**src/verilog/sppc_defs.svh**
```systemverilog
// Register offsets, field positions and reset values of the serial pin and priority control block.
`ifndef SPPC_DEFS_SVH
`define SPPC_DEFS_SVH
// Registers are indexed by word; the bus byte address is four times the index.
`define SPPC_PIN_CTL_IDX 16'h105E
`define SPPC_PRI_CTL_IDX 16'h105F
`define SPPC_PIN_CTL_ADDR 15'h4178
`define SPPC_PRI_CTL_ADDR 15'h417C
`define SPPC_ADDR_W 15
`define SPPC_RX_DIR_BIT 0
`define SPPC_RX_FUNC_BIT 1
`define SPPC_RX_OUT_BIT 2
`define SPPC_RX_IN_BIT 3
`define SPPC_TX_DIR_BIT 4
`define SPPC_TX_FUNC_BIT 5
`define SPPC_TX_OUT_BIT 6
`define SPPC_TX_IN_BIT 7
`define SPPC_SUSPEND_EN_BIT 4
`define SPPC_RXPRI_BIT 5
`define SPPC_TXPRI_BIT 6
`define SPPC_PORT_TEST_BIT 7
`define SPPC_PIN_RW_MASK 8'h77
`define SPPC_PRI_RW_MASK 8'hF0
`define SPPC_RESET_VAL 8'h00
`define SPPC_RESP_OKAY 2'h0
`define SPPC_RESP_SLVERR 2'h2
`endif

```
**src/verilog/sppc_pkg.sv**
```systemverilog
// Types shared by the serial pin and priority control block.
package sppc_pkg;
  typedef enum logic [1:0] {
    SPPC_W_IDLE,
    SPPC_W_RESP
  } sppc_wstate_type;
  typedef enum logic [1:0] {
    SPPC_R_IDLE,
    SPPC_R_RESP
  } sppc_rstate_type;
endpackage : sppc_pkg

```
**src/verilog/sppc_pin_sync.sv**
```systemverilog
// Two-flop synchroniser for the two data pin input levels.
`timescale 1ns/1ps
module sppc_pin_sync #(
  parameter int WIDTH = 2
) (
  input wire logic aclk, // System clock.
  input wire logic aresetn, // Synchronous reset, active low.
  input wire logic [WIDTH-1:0] async_in, // Raw pin levels.
  output logic [WIDTH-1:0] sync_out // Synchronised levels.
);
  typedef struct packed {
    logic [WIDTH-1:0] meta;
    logic [WIDTH-1:0] sync;
  } sppc_sync_type;
  sppc_sync_type st_r;
  sppc_sync_type st_nxt;
  always_comb begin
    st_nxt.meta = async_in;
    st_nxt.sync = st_r.meta;
  end
  always_ff @(posedge aclk) begin
    if (!aresetn) begin
      st_r <= '0;
    end else begin
      st_r <= st_nxt;
    end
  end
  assign sync_out = st_r.sync;
endmodule : sppc_pin_sync

```
**src/verilog/sppc_pin_drive.sv**
```systemverilog
// Pin driver: picks general-purpose or serial engine drive for one data pin.
`timescale 1ns/1ps
module sppc_pin_drive (
  input wire logic gp_func_n, // 0 = general purpose, 1 = serial engine.
  input wire logic gp_dir, // 1 = general-purpose output.
  input wire logic gp_out, // General-purpose output value.
  input wire logic eng_out, // Serial engine output value.
  input wire logic eng_oe_n, // Serial engine output enable, active low.
  output logic pin_out, // Pin output value.
  output logic pin_oe_n // Pin output enable, active low.
);
  always_comb begin
    if (gp_func_n) begin
      pin_out = eng_out;
      pin_oe_n = eng_oe_n;
    end else begin
      pin_out = gp_out;
      pin_oe_n = ~gp_dir;
    end
  end
endmodule : sppc_pin_drive

```
**src/verilog/sppc_top.sv**
```systemverilog
// Serial port data pin and interrupt priority control with an AXI4-Lite register slave.
`timescale 1ns/1ps
`include "sppc_defs.svh"
module sppc_top (
  input wire logic aclk, // System clock, 25 MHz.
  input wire logic aresetn, // Synchronous system reset, active low.
  input wire logic [`SPPC_ADDR_W-1:0] s_axi_awaddr, // Write address.
  input wire logic [2:0] s_axi_awprot, // Write protection; bit 0 marks privileged.
  input wire logic s_axi_awvalid, // Write address valid.
  output logic s_axi_awready, // Write address ready.
  input wire logic [31:0] s_axi_wdata, // Write data.
  input wire logic [3:0] s_axi_wstrb, // Write byte strobes.
  input wire logic s_axi_wvalid, // Write data valid.
  output logic s_axi_wready, // Write data ready.
  output logic [1:0] s_axi_bresp, // Write response.
  output logic s_axi_bvalid, // Write response valid.
  input wire logic s_axi_bready, // Write response ready.
  input wire logic [`SPPC_ADDR_W-1:0] s_axi_araddr, // Read address.
  input wire logic [2:0] s_axi_arprot, // Read protection, unused.
  input wire logic s_axi_arvalid, // Read address valid.
  output logic s_axi_arready, // Read address ready.
  output logic [31:0] s_axi_rdata, // Read data.
  output logic [1:0] s_axi_rresp, // Read response.
  output logic s_axi_rvalid, // Read data valid.
  input wire logic s_axi_rready, // Read data ready.
  input wire logic privileged_mode, // CPU privileged state, same clock domain.
  input wire logic emu_suspend, // Emulation suspend request level, same clock domain.
  input wire logic port_busy, // Serial engine is mid transmit or receive sequence.
  input wire logic receive_data_pin_in, // Receive pin level from pad.
  output logic receive_data_pin_out, // Receive pin drive value.
  output logic receive_data_pin_oe_n, // Receive pin output enable, active low.
  input wire logic transmit_data_pin_in, // Transmit pin level from pad.
  output logic transmit_data_pin_out, // Transmit pin drive value.
  output logic transmit_data_pin_oe_n, // Transmit pin output enable, active low.
  input wire logic tx_engine_out, // Transmitter serial output.
  output logic rx_engine_in, // Receive pin level to receiver.
  input wire logic rx_irq_req, // Receiver interrupt request.
  input wire logic tx_irq_req, // Transmitter interrupt request.
  output logic port_freeze, // Freeze the serial port state machine.
  output logic port_test_bit, // Test control bit to the serial port.
  output logic irq_level1, // Level 1 (high priority) interrupt request.
  output logic irq_level2 // Level 2 (low priority) interrupt request.
);

  // ------------------------------------------------------------
  // State
  // ------------------------------------------------------------
  typedef struct packed {
    logic [7:0] pin_ctl;
    logic [7:0] pri_ctl;
    sppc_pkg::sppc_wstate_type wst;
    logic aw_got;
    logic w_got;
    logic [`SPPC_ADDR_W-1:0] awaddr;
    logic awpriv;
    logic [31:0] wdata;
    logic [3:0] wstrb;
    logic [1:0] bresp;
    sppc_pkg::sppc_rstate_type rst;
    logic [31:0] rdata;
    logic [1:0] rresp;
    logic rx_pin_out;
    logic rx_pin_oe_n;
    logic tx_pin_out;
    logic tx_pin_oe_n;
    logic rx_eng;
    logic freeze;
    logic lvl1;
    logic lvl2;
    logic aw_rdy;
    logic w_rdy;
    logic ar_rdy;
    logic bvld;
    logic rvld;
  } sppc_state_type;

  sppc_state_type st_r;
  sppc_state_type st_nxt;
  logic [1:0] pins_sync;
  logic rx_drv_out;
  logic rx_drv_oe_n;
  logic tx_drv_out;
  logic tx_drv_oe_n;

  function automatic logic addr_is(input logic [`SPPC_ADDR_W-1:0] a, input logic [`SPPC_ADDR_W-1:0] reg_addr);
    addr_is = (a[`SPPC_ADDR_W-1:2] == reg_addr[`SPPC_ADDR_W-1:2]);
  endfunction : addr_is

  function automatic logic [7:0] merge_byte(input logic [7:0] old, input logic [7:0] nw, input logic [7:0] mask);
    merge_byte = (old & ~mask) | (nw & mask);
  endfunction : merge_byte

  // ------------------------------------------------------------
  // Pin input synchronisers and pin drivers
  // ------------------------------------------------------------
  sppc_pin_sync #(
    .WIDTH(2)
  ) u_sync (
    .aclk(aclk),
    .aresetn(aresetn),
    .async_in({transmit_data_pin_in, receive_data_pin_in}),
    .sync_out(pins_sync)
  );

  // The receive pin is input-only in serial mode, so the engine never drives it.
  sppc_pin_drive u_rx_drive (
    .gp_func_n(st_r.pin_ctl[`SPPC_RX_FUNC_BIT]),
    .gp_dir(st_r.pin_ctl[`SPPC_RX_DIR_BIT]),
    .gp_out(st_r.pin_ctl[`SPPC_RX_OUT_BIT]),
    .eng_out(1'b0),
    .eng_oe_n(1'b1),
    .pin_out(rx_drv_out),
    .pin_oe_n(rx_drv_oe_n)
  );

  sppc_pin_drive u_tx_drive (
    .gp_func_n(st_r.pin_ctl[`SPPC_TX_FUNC_BIT]),
    .gp_dir(st_r.pin_ctl[`SPPC_TX_DIR_BIT]),
    .gp_out(st_r.pin_ctl[`SPPC_TX_OUT_BIT]),
    .eng_out(tx_engine_out),
    .eng_oe_n(1'b0),
    .pin_out(tx_drv_out),
    .pin_oe_n(tx_drv_oe_n)
  );

  // ------------------------------------------------------------
  // Next state
  // ------------------------------------------------------------
  always_comb begin
    st_nxt = st_r;
    // Input bits always reflect the pins, whatever the function.
    st_nxt.pin_ctl[`SPPC_RX_IN_BIT] = pins_sync[0];
    st_nxt.pin_ctl[`SPPC_TX_IN_BIT] = pins_sync[1];

    // Write channel: address and data taken in either order.
    unique case (st_r.wst)
      sppc_pkg::SPPC_W_IDLE: begin
        if (s_axi_awvalid && st_r.aw_rdy) begin
          st_nxt.aw_got = 1'b1;
          st_nxt.awaddr = s_axi_awaddr;
          st_nxt.awpriv = s_axi_awprot[0];
        end
        if (s_axi_wvalid && st_r.w_rdy) begin
          st_nxt.w_got = 1'b1;
          st_nxt.wdata = s_axi_wdata;
          st_nxt.wstrb = s_axi_wstrb;
        end
        if (st_r.aw_got && st_r.w_got) begin
          st_nxt.aw_got = 1'b0;
          st_nxt.w_got = 1'b0;
          st_nxt.wst = sppc_pkg::SPPC_W_RESP;
          st_nxt.bresp = `SPPC_RESP_OKAY;
          if (addr_is(st_r.awaddr, `SPPC_PIN_CTL_ADDR)) begin
            if (st_r.wstrb[0]) begin
              st_nxt.pin_ctl = merge_byte(st_nxt.pin_ctl, st_r.wdata[7:0], `SPPC_PIN_RW_MASK);
            end
          end else if (addr_is(st_r.awaddr, `SPPC_PRI_CTL_ADDR)) begin
            // Privilege is the CPU state or the bus privileged attribute.
            if (privileged_mode || st_r.awpriv) begin
              if (st_r.wstrb[0]) begin
                st_nxt.pri_ctl = merge_byte(st_r.pri_ctl, st_r.wdata[7:0], `SPPC_PRI_RW_MASK);
              end
            end
          end else begin
            st_nxt.bresp = `SPPC_RESP_SLVERR;
          end
        end
      end
      sppc_pkg::SPPC_W_RESP: begin
        if (s_axi_bready) begin
          st_nxt.wst = sppc_pkg::SPPC_W_IDLE;
        end
      end
      default: begin
        st_nxt.wst = sppc_pkg::SPPC_W_IDLE;
      end
    endcase

    // Read channel: one cycle from address to data.
    unique case (st_r.rst)
      sppc_pkg::SPPC_R_IDLE: begin
        if (s_axi_arvalid && st_r.ar_rdy) begin
          st_nxt.rst = sppc_pkg::SPPC_R_RESP;
          st_nxt.rresp = `SPPC_RESP_OKAY;
          if (addr_is(s_axi_araddr, `SPPC_PIN_CTL_ADDR)) begin
            st_nxt.rdata = {24'h000000, st_r.pin_ctl};
          end else if (addr_is(s_axi_araddr, `SPPC_PRI_CTL_ADDR)) begin
            st_nxt.rdata = {24'h000000, st_r.pri_ctl[7:4], 4'h0};
          end else begin
            st_nxt.rdata = 32'h00000000;
            st_nxt.rresp = `SPPC_RESP_SLVERR;
          end
        end
      end
      sppc_pkg::SPPC_R_RESP: begin
        if (s_axi_rready) begin
          st_nxt.rst = sppc_pkg::SPPC_R_IDLE;
        end
      end
      default: begin
        st_nxt.rst = sppc_pkg::SPPC_R_IDLE;
      end
    endcase

    // Registered pin drive and receiver feed.
    st_nxt.rx_pin_out = rx_drv_out;
    st_nxt.rx_pin_oe_n = rx_drv_oe_n;
    st_nxt.tx_pin_out = tx_drv_out;
    st_nxt.tx_pin_oe_n = tx_drv_oe_n;
    st_nxt.rx_eng = pins_sync[0];

    // Freeze at once with suspend-enable set, else wait for the sequence to end.
    if (!emu_suspend) begin
      st_nxt.freeze = 1'b0;
    end else if (st_r.pri_ctl[`SPPC_SUSPEND_EN_BIT]) begin
      st_nxt.freeze = 1'b1;
    end else begin
      st_nxt.freeze = st_r.freeze | ~port_busy;
    end

    // Route each request to the level its priority bit selects.
    st_nxt.lvl1 = (rx_irq_req && !st_r.pri_ctl[`SPPC_RXPRI_BIT]) ||
                  (tx_irq_req && !st_r.pri_ctl[`SPPC_TXPRI_BIT]);
    st_nxt.lvl2 = (rx_irq_req && st_r.pri_ctl[`SPPC_RXPRI_BIT]) ||
                  (tx_irq_req && st_r.pri_ctl[`SPPC_TXPRI_BIT]);

    // Handshake flags are registered so every bus output comes from a flop; they stay low through reset.
    st_nxt.aw_rdy = (st_nxt.wst == sppc_pkg::SPPC_W_IDLE) && !st_nxt.aw_got;
    st_nxt.w_rdy = (st_nxt.wst == sppc_pkg::SPPC_W_IDLE) && !st_nxt.w_got;
    st_nxt.ar_rdy = (st_nxt.rst == sppc_pkg::SPPC_R_IDLE);
    st_nxt.bvld = (st_nxt.wst == sppc_pkg::SPPC_W_RESP);
    st_nxt.rvld = (st_nxt.rst == sppc_pkg::SPPC_R_RESP);
  end

  always_ff @(posedge aclk) begin
    if (!aresetn) begin
      st_r <= '0;
      st_r.rx_pin_oe_n <= 1'b1;
      st_r.tx_pin_oe_n <= 1'b1;
    end else begin
      st_r <= st_nxt;
    end
  end

  // ------------------------------------------------------------
  // Outputs
  // ------------------------------------------------------------
  assign s_axi_awready = st_r.aw_rdy;
  assign s_axi_wready = st_r.w_rdy;
  assign s_axi_bvalid = st_r.bvld;
  assign s_axi_bresp = st_r.bresp;
  assign s_axi_arready = st_r.ar_rdy;
  assign s_axi_rvalid = st_r.rvld;
  assign s_axi_rdata = st_r.rdata;
  assign s_axi_rresp = st_r.rresp;
  assign receive_data_pin_out = st_r.rx_pin_out;
  assign receive_data_pin_oe_n = st_r.rx_pin_oe_n;
  assign transmit_data_pin_out = st_r.tx_pin_out;
  assign transmit_data_pin_oe_n = st_r.tx_pin_oe_n;
  assign rx_engine_in = st_r.rx_eng;
  assign port_freeze = st_r.freeze;
  assign port_test_bit = st_r.pri_ctl[`SPPC_PORT_TEST_BIT];
  assign irq_level1 = st_r.lvl1;
  assign irq_level2 = st_r.lvl2;
endmodule : sppc_top

```
**config.mk**
```make
export PLATFORM = sky130hd
export DESIGN_NAME = sppc_top
export DESIGN_NICKNAME = d
export VERILOG_FILES = /design/src/verilog/sppc_pkg.sv /design/src/verilog/sppc_pin_sync.sv /design/src/verilog/sppc_pin_drive.sv /design/src/verilog/sppc_top.sv
export VERILOG_INCLUDE_DIRS = /design/src /design/src/verilog
export SDC_FILE = /design/constraint.sdc
export NUM_CORES = 1
export LEC_CHECK = 0
export ABC_AREA = 1
export BUFFER_PORTS_ARGS = -buffer_cell sky130_fd_sc_hd__buf_2
export CAP_MARGIN = 20
export CORE_MARGIN = 1
export CORE_UTILIZATION = 30
export CTS_CLUSTER_DIAMETER = 30
export DETAILED_ROUTE_END_ITERATION = 10
export GPL_TIMING_DRIVEN = 0
export SETUP_SLACK_MARGIN = 0.4
export SLEW_MARGIN = 5
export SYNTH_ARGS = -nofsm -noshare
export SYNTH_HDL_FRONTEND = slang
export SYNTH_HIERARCHICAL = 1
export SYNTH_SLANG_ARGS = --single-unit
```
**constraint.sdc**
```tcl
create_clock -name aclk -period 2.49 [get_ports aclk]
set_clock_uncertainty 0.05 [all_clocks]
set_input_delay 0.249 -clock aclk [delete_from_list [all_inputs] [get_ports aclk]]
set_output_delay 0.249 -clock aclk [all_outputs]
set_load 0.05 [all_outputs]
```
==> impl_metrics.csv <==
group,metric,value,unit
outcome,status,"completed",
finish,diodes,0,
route,drt_iter0_drc,91,
place,place_inst,633,
power,power.density,675.9,nW/um^2
global_routing,grt_max_degree,13,
setup_path,crit_path_end_kind,"flop",
yosys,syn_area_per_cell,7.146,um^2
global_routing,grt_pass1_wl,10290,um
finish,drive_gt1_share,26.73,%
setup_path,cp-startpoint,"st_r[105]$_SDFF_PN0_",
place,gp_congestion,0.7971,
die,die_width,99.86,um
clock_network,clk_latency,340,ps
setup_path,critPathRequiredTime,2670,ps
timing,final_hold_viol_count,0,
timing,worstMarginPinSlew,556.6,ps
timing,slew_viol_final,0,
setup_path,criticalPathCategory,"reg -> reg",
route,drt_wl_total,6115,um
finish,final_cells,649,
clock_network,cts_max_level,3,
yosys,async_flop_share,0,%
route,vias,2579,
yosys,yosysTopAreaCell,"dfxtp_1",
die,die_h,99.86,um
clock_network,clkTransAtPathRegs,70,ps
place,dpl.hpwl,4850,um
global_routing,grt_usage,13.41,%
die,start_util,31.09,%
route,ant_nets,0,
yosys,yosysMostFrequentCell,"nor2_1",
clock_network,numCtsBuffers,9,
yosys,synth_common_cells,"87 x nor2_1, 67 x nand2_1, 66 x dfxtp_1, 48 x inv_1, 39 x buf_4",
yosys,syn_inst,402,
die,dieArea,9971,um^2
worst_hold_path,hold_start,"receive_data_pin_in",
timing,finalSetupViolations,0,
timing,period_needed,1441,ps
place,port-buffer-count,73,
power,peakVddDrop,314.6,uV
route,first_pass_iters,4,
timing,fin_crit_sh,57.87,%
global_routing,antenna_found_initial,0,
setup_path,cp_data_arrival_time,1630,ps
timing,setup_tns,0,ps
clock_network,clkSinkCount,66,
job,cap_violations,0,
yosys,synth_area,2873,um^2
worst_hold_path,hp-class,"in -> reg",
power,leakagePower,0.001915,uW
finish,final_util,40.58,%
yosys,yosysWarnings,6,
setup_path,cp-start-kind,"flop",
setup_path,timing.rr.start,"st_r[105]$_SDFF_PN0_",
global_routing,globalRoute.totalOverflow,0,
yosys,synth_area_leaders,"dfxtp_1 46%, nor2_1 11%, buf_4 10%",
die,rows,35,
power,p_total,2534,uW
timing,rsz0062_at_grt,"no",
finish,fillers,959,
finish,nNetsFinal,602,
die,ios,137,
route,drc_errors,0,
die,coreArea,9240,um^2
yosys,ys_seq_area_share,45.99,%
clock_network,clockBufferDepth,2,
route,via_per_inst,3.974,
clock_network,cts_root_buffer,"clkbuf_8",
clock_network,hold_buffers,0,
yosys,synth_edf_count,0,
yosys,synth_top_area_share,45.99,%
clock_network,cts-resized-gates,0,
yosys,ys.flop_type,"dfxtp_1",
timing,relSlewSlack,62.89,%
yosys,ys_ff_latch,66,
route,wl_per_cell,9.422,um
clock_network,postCtsSetupBuffers,0,
setup_path,critPathMaxFanout,10,
timing,fmax,694.0,MHz
yosys,synthDistinctLibCells,22,
global_routing,grt_pass1_vias,2377,
finish,syn2layout_area_growth,30.53,%
clock_network,cts_tree,"done",
## flip-flops by register name, summed over array words and instances (netlist names)
signal                  flops
receive_data_pin_out        1
transmit_data_pin_oe_n      1
s_axi_rvalid                1
s_axi_arready               1
u_sync/st_nxt               2
port_test_bit               1
s_axi_wready                1
s_axi_bresp                 1
s_axi_awready               1
s_axi_bvalid                1
receive_data_pin_oe_n       1
s_axi_rresp                 1
port_freeze                 1
s_axi_rdata                 8
irq_level1                  1
irq_level2                  1
st_r                       39
u_sync/sync_out             2
transmit_data_pin_out       1
## power breakdown
| group | switching, uW | leakage (uW) | internal (uW) | total [uW] |
|---|---|---|---|---|
| Clock | 416 | 0.000111 | 662 | 1080 |
| Combinational | 231 | 0.00126 | 110 | 341 |
| Sequential | 19.8 | 0.000539 | 1100 | 1120 |
| Total | 666 | 0.00192 | 1870 | 2530 |
## final timing paths
path,endpoint,slack [ps],depth (start not counted)
min,u_sync/st_nxt[0]$_SDFF_PN0_,30,3
max reg2reg,st_r[95]$_SDFFE_PN0P_,1050,5
min reg2reg,st_r[118]$_SDFF_PN0_,370,2
max,st_r[95]$_SDFFE_PN0P_,1050,5
## kinds of logic (layout without fill, tap and decap cells)
kind of cell           count (synthesis)  in the layout  share of synthesized area [%]
other                                  2             31                         0.2614
AO/OA/AOI/OAI                         47             47                          8.275
flip-flops                            66             66                          45.99
buffers and inverters                 96            185                          18.03
AND/OR/NAND/NOR                      191            191                          27.44
## placed cells by master (no fill, tap or decap), types with 3 or more instances in the layout
master,n
a21oi_1,15
buf_2,76
buf_4,39
bufinv_16,3
clkbuf_1,3
clkbuf_8,9
clkinvlp_4,3
conb_1,31
dfxtp_1,66
inv_1,48
nand2_1,67
nand3_1,23
nor2_1,87
nor3_1,4
o21ai_0,31
## area by class of cell
cell class | instances | area, um^2 | share of cell area, %
well taps | 129 | 161.4 | 4.304
plain buffers | 47 | 334.1 | 8.909
clock buffers | 9 | 123.9 | 3.303
repair buffers | 73 | 365.4 | 9.743
flip-flops and latches | 66 | 1321 | 35.24
multi-input cells | 269 | 1142 | 30.46
inverters | 49 | 183.9 | 4.905
clock inverters | 7 | 117.6 | 3.136
## critical path: stages (launching register included)
cell,delay [ps]
dfxtp_1,320
nor2_2,190
nand3_1,230
clkbuf_1,260
o21ai_0,220
nor2_1,60
## metal layers
layer	wire length [um]	track usage [%]	vias up
met5	0	0	-
met4	40	6.448	0
met3	322	4.039	2
met2	2961	22.92	63
met1	2790	15.27	1123
li1	-	-	1391
## metrics by stage
stage                     setup WS (ps)  hold WS, ps  area [um^2]
after floorplan                    1053        290.1         2982
after global placement             1050        344.4         3508
after detailed placement           1036        353.6         3508
after CTS                          1071        7.068         3750
after global routing              876.1        20.87         3750
final                              1049        27.27         3750
Note: power is estimated with default switching activity, not from simulation.
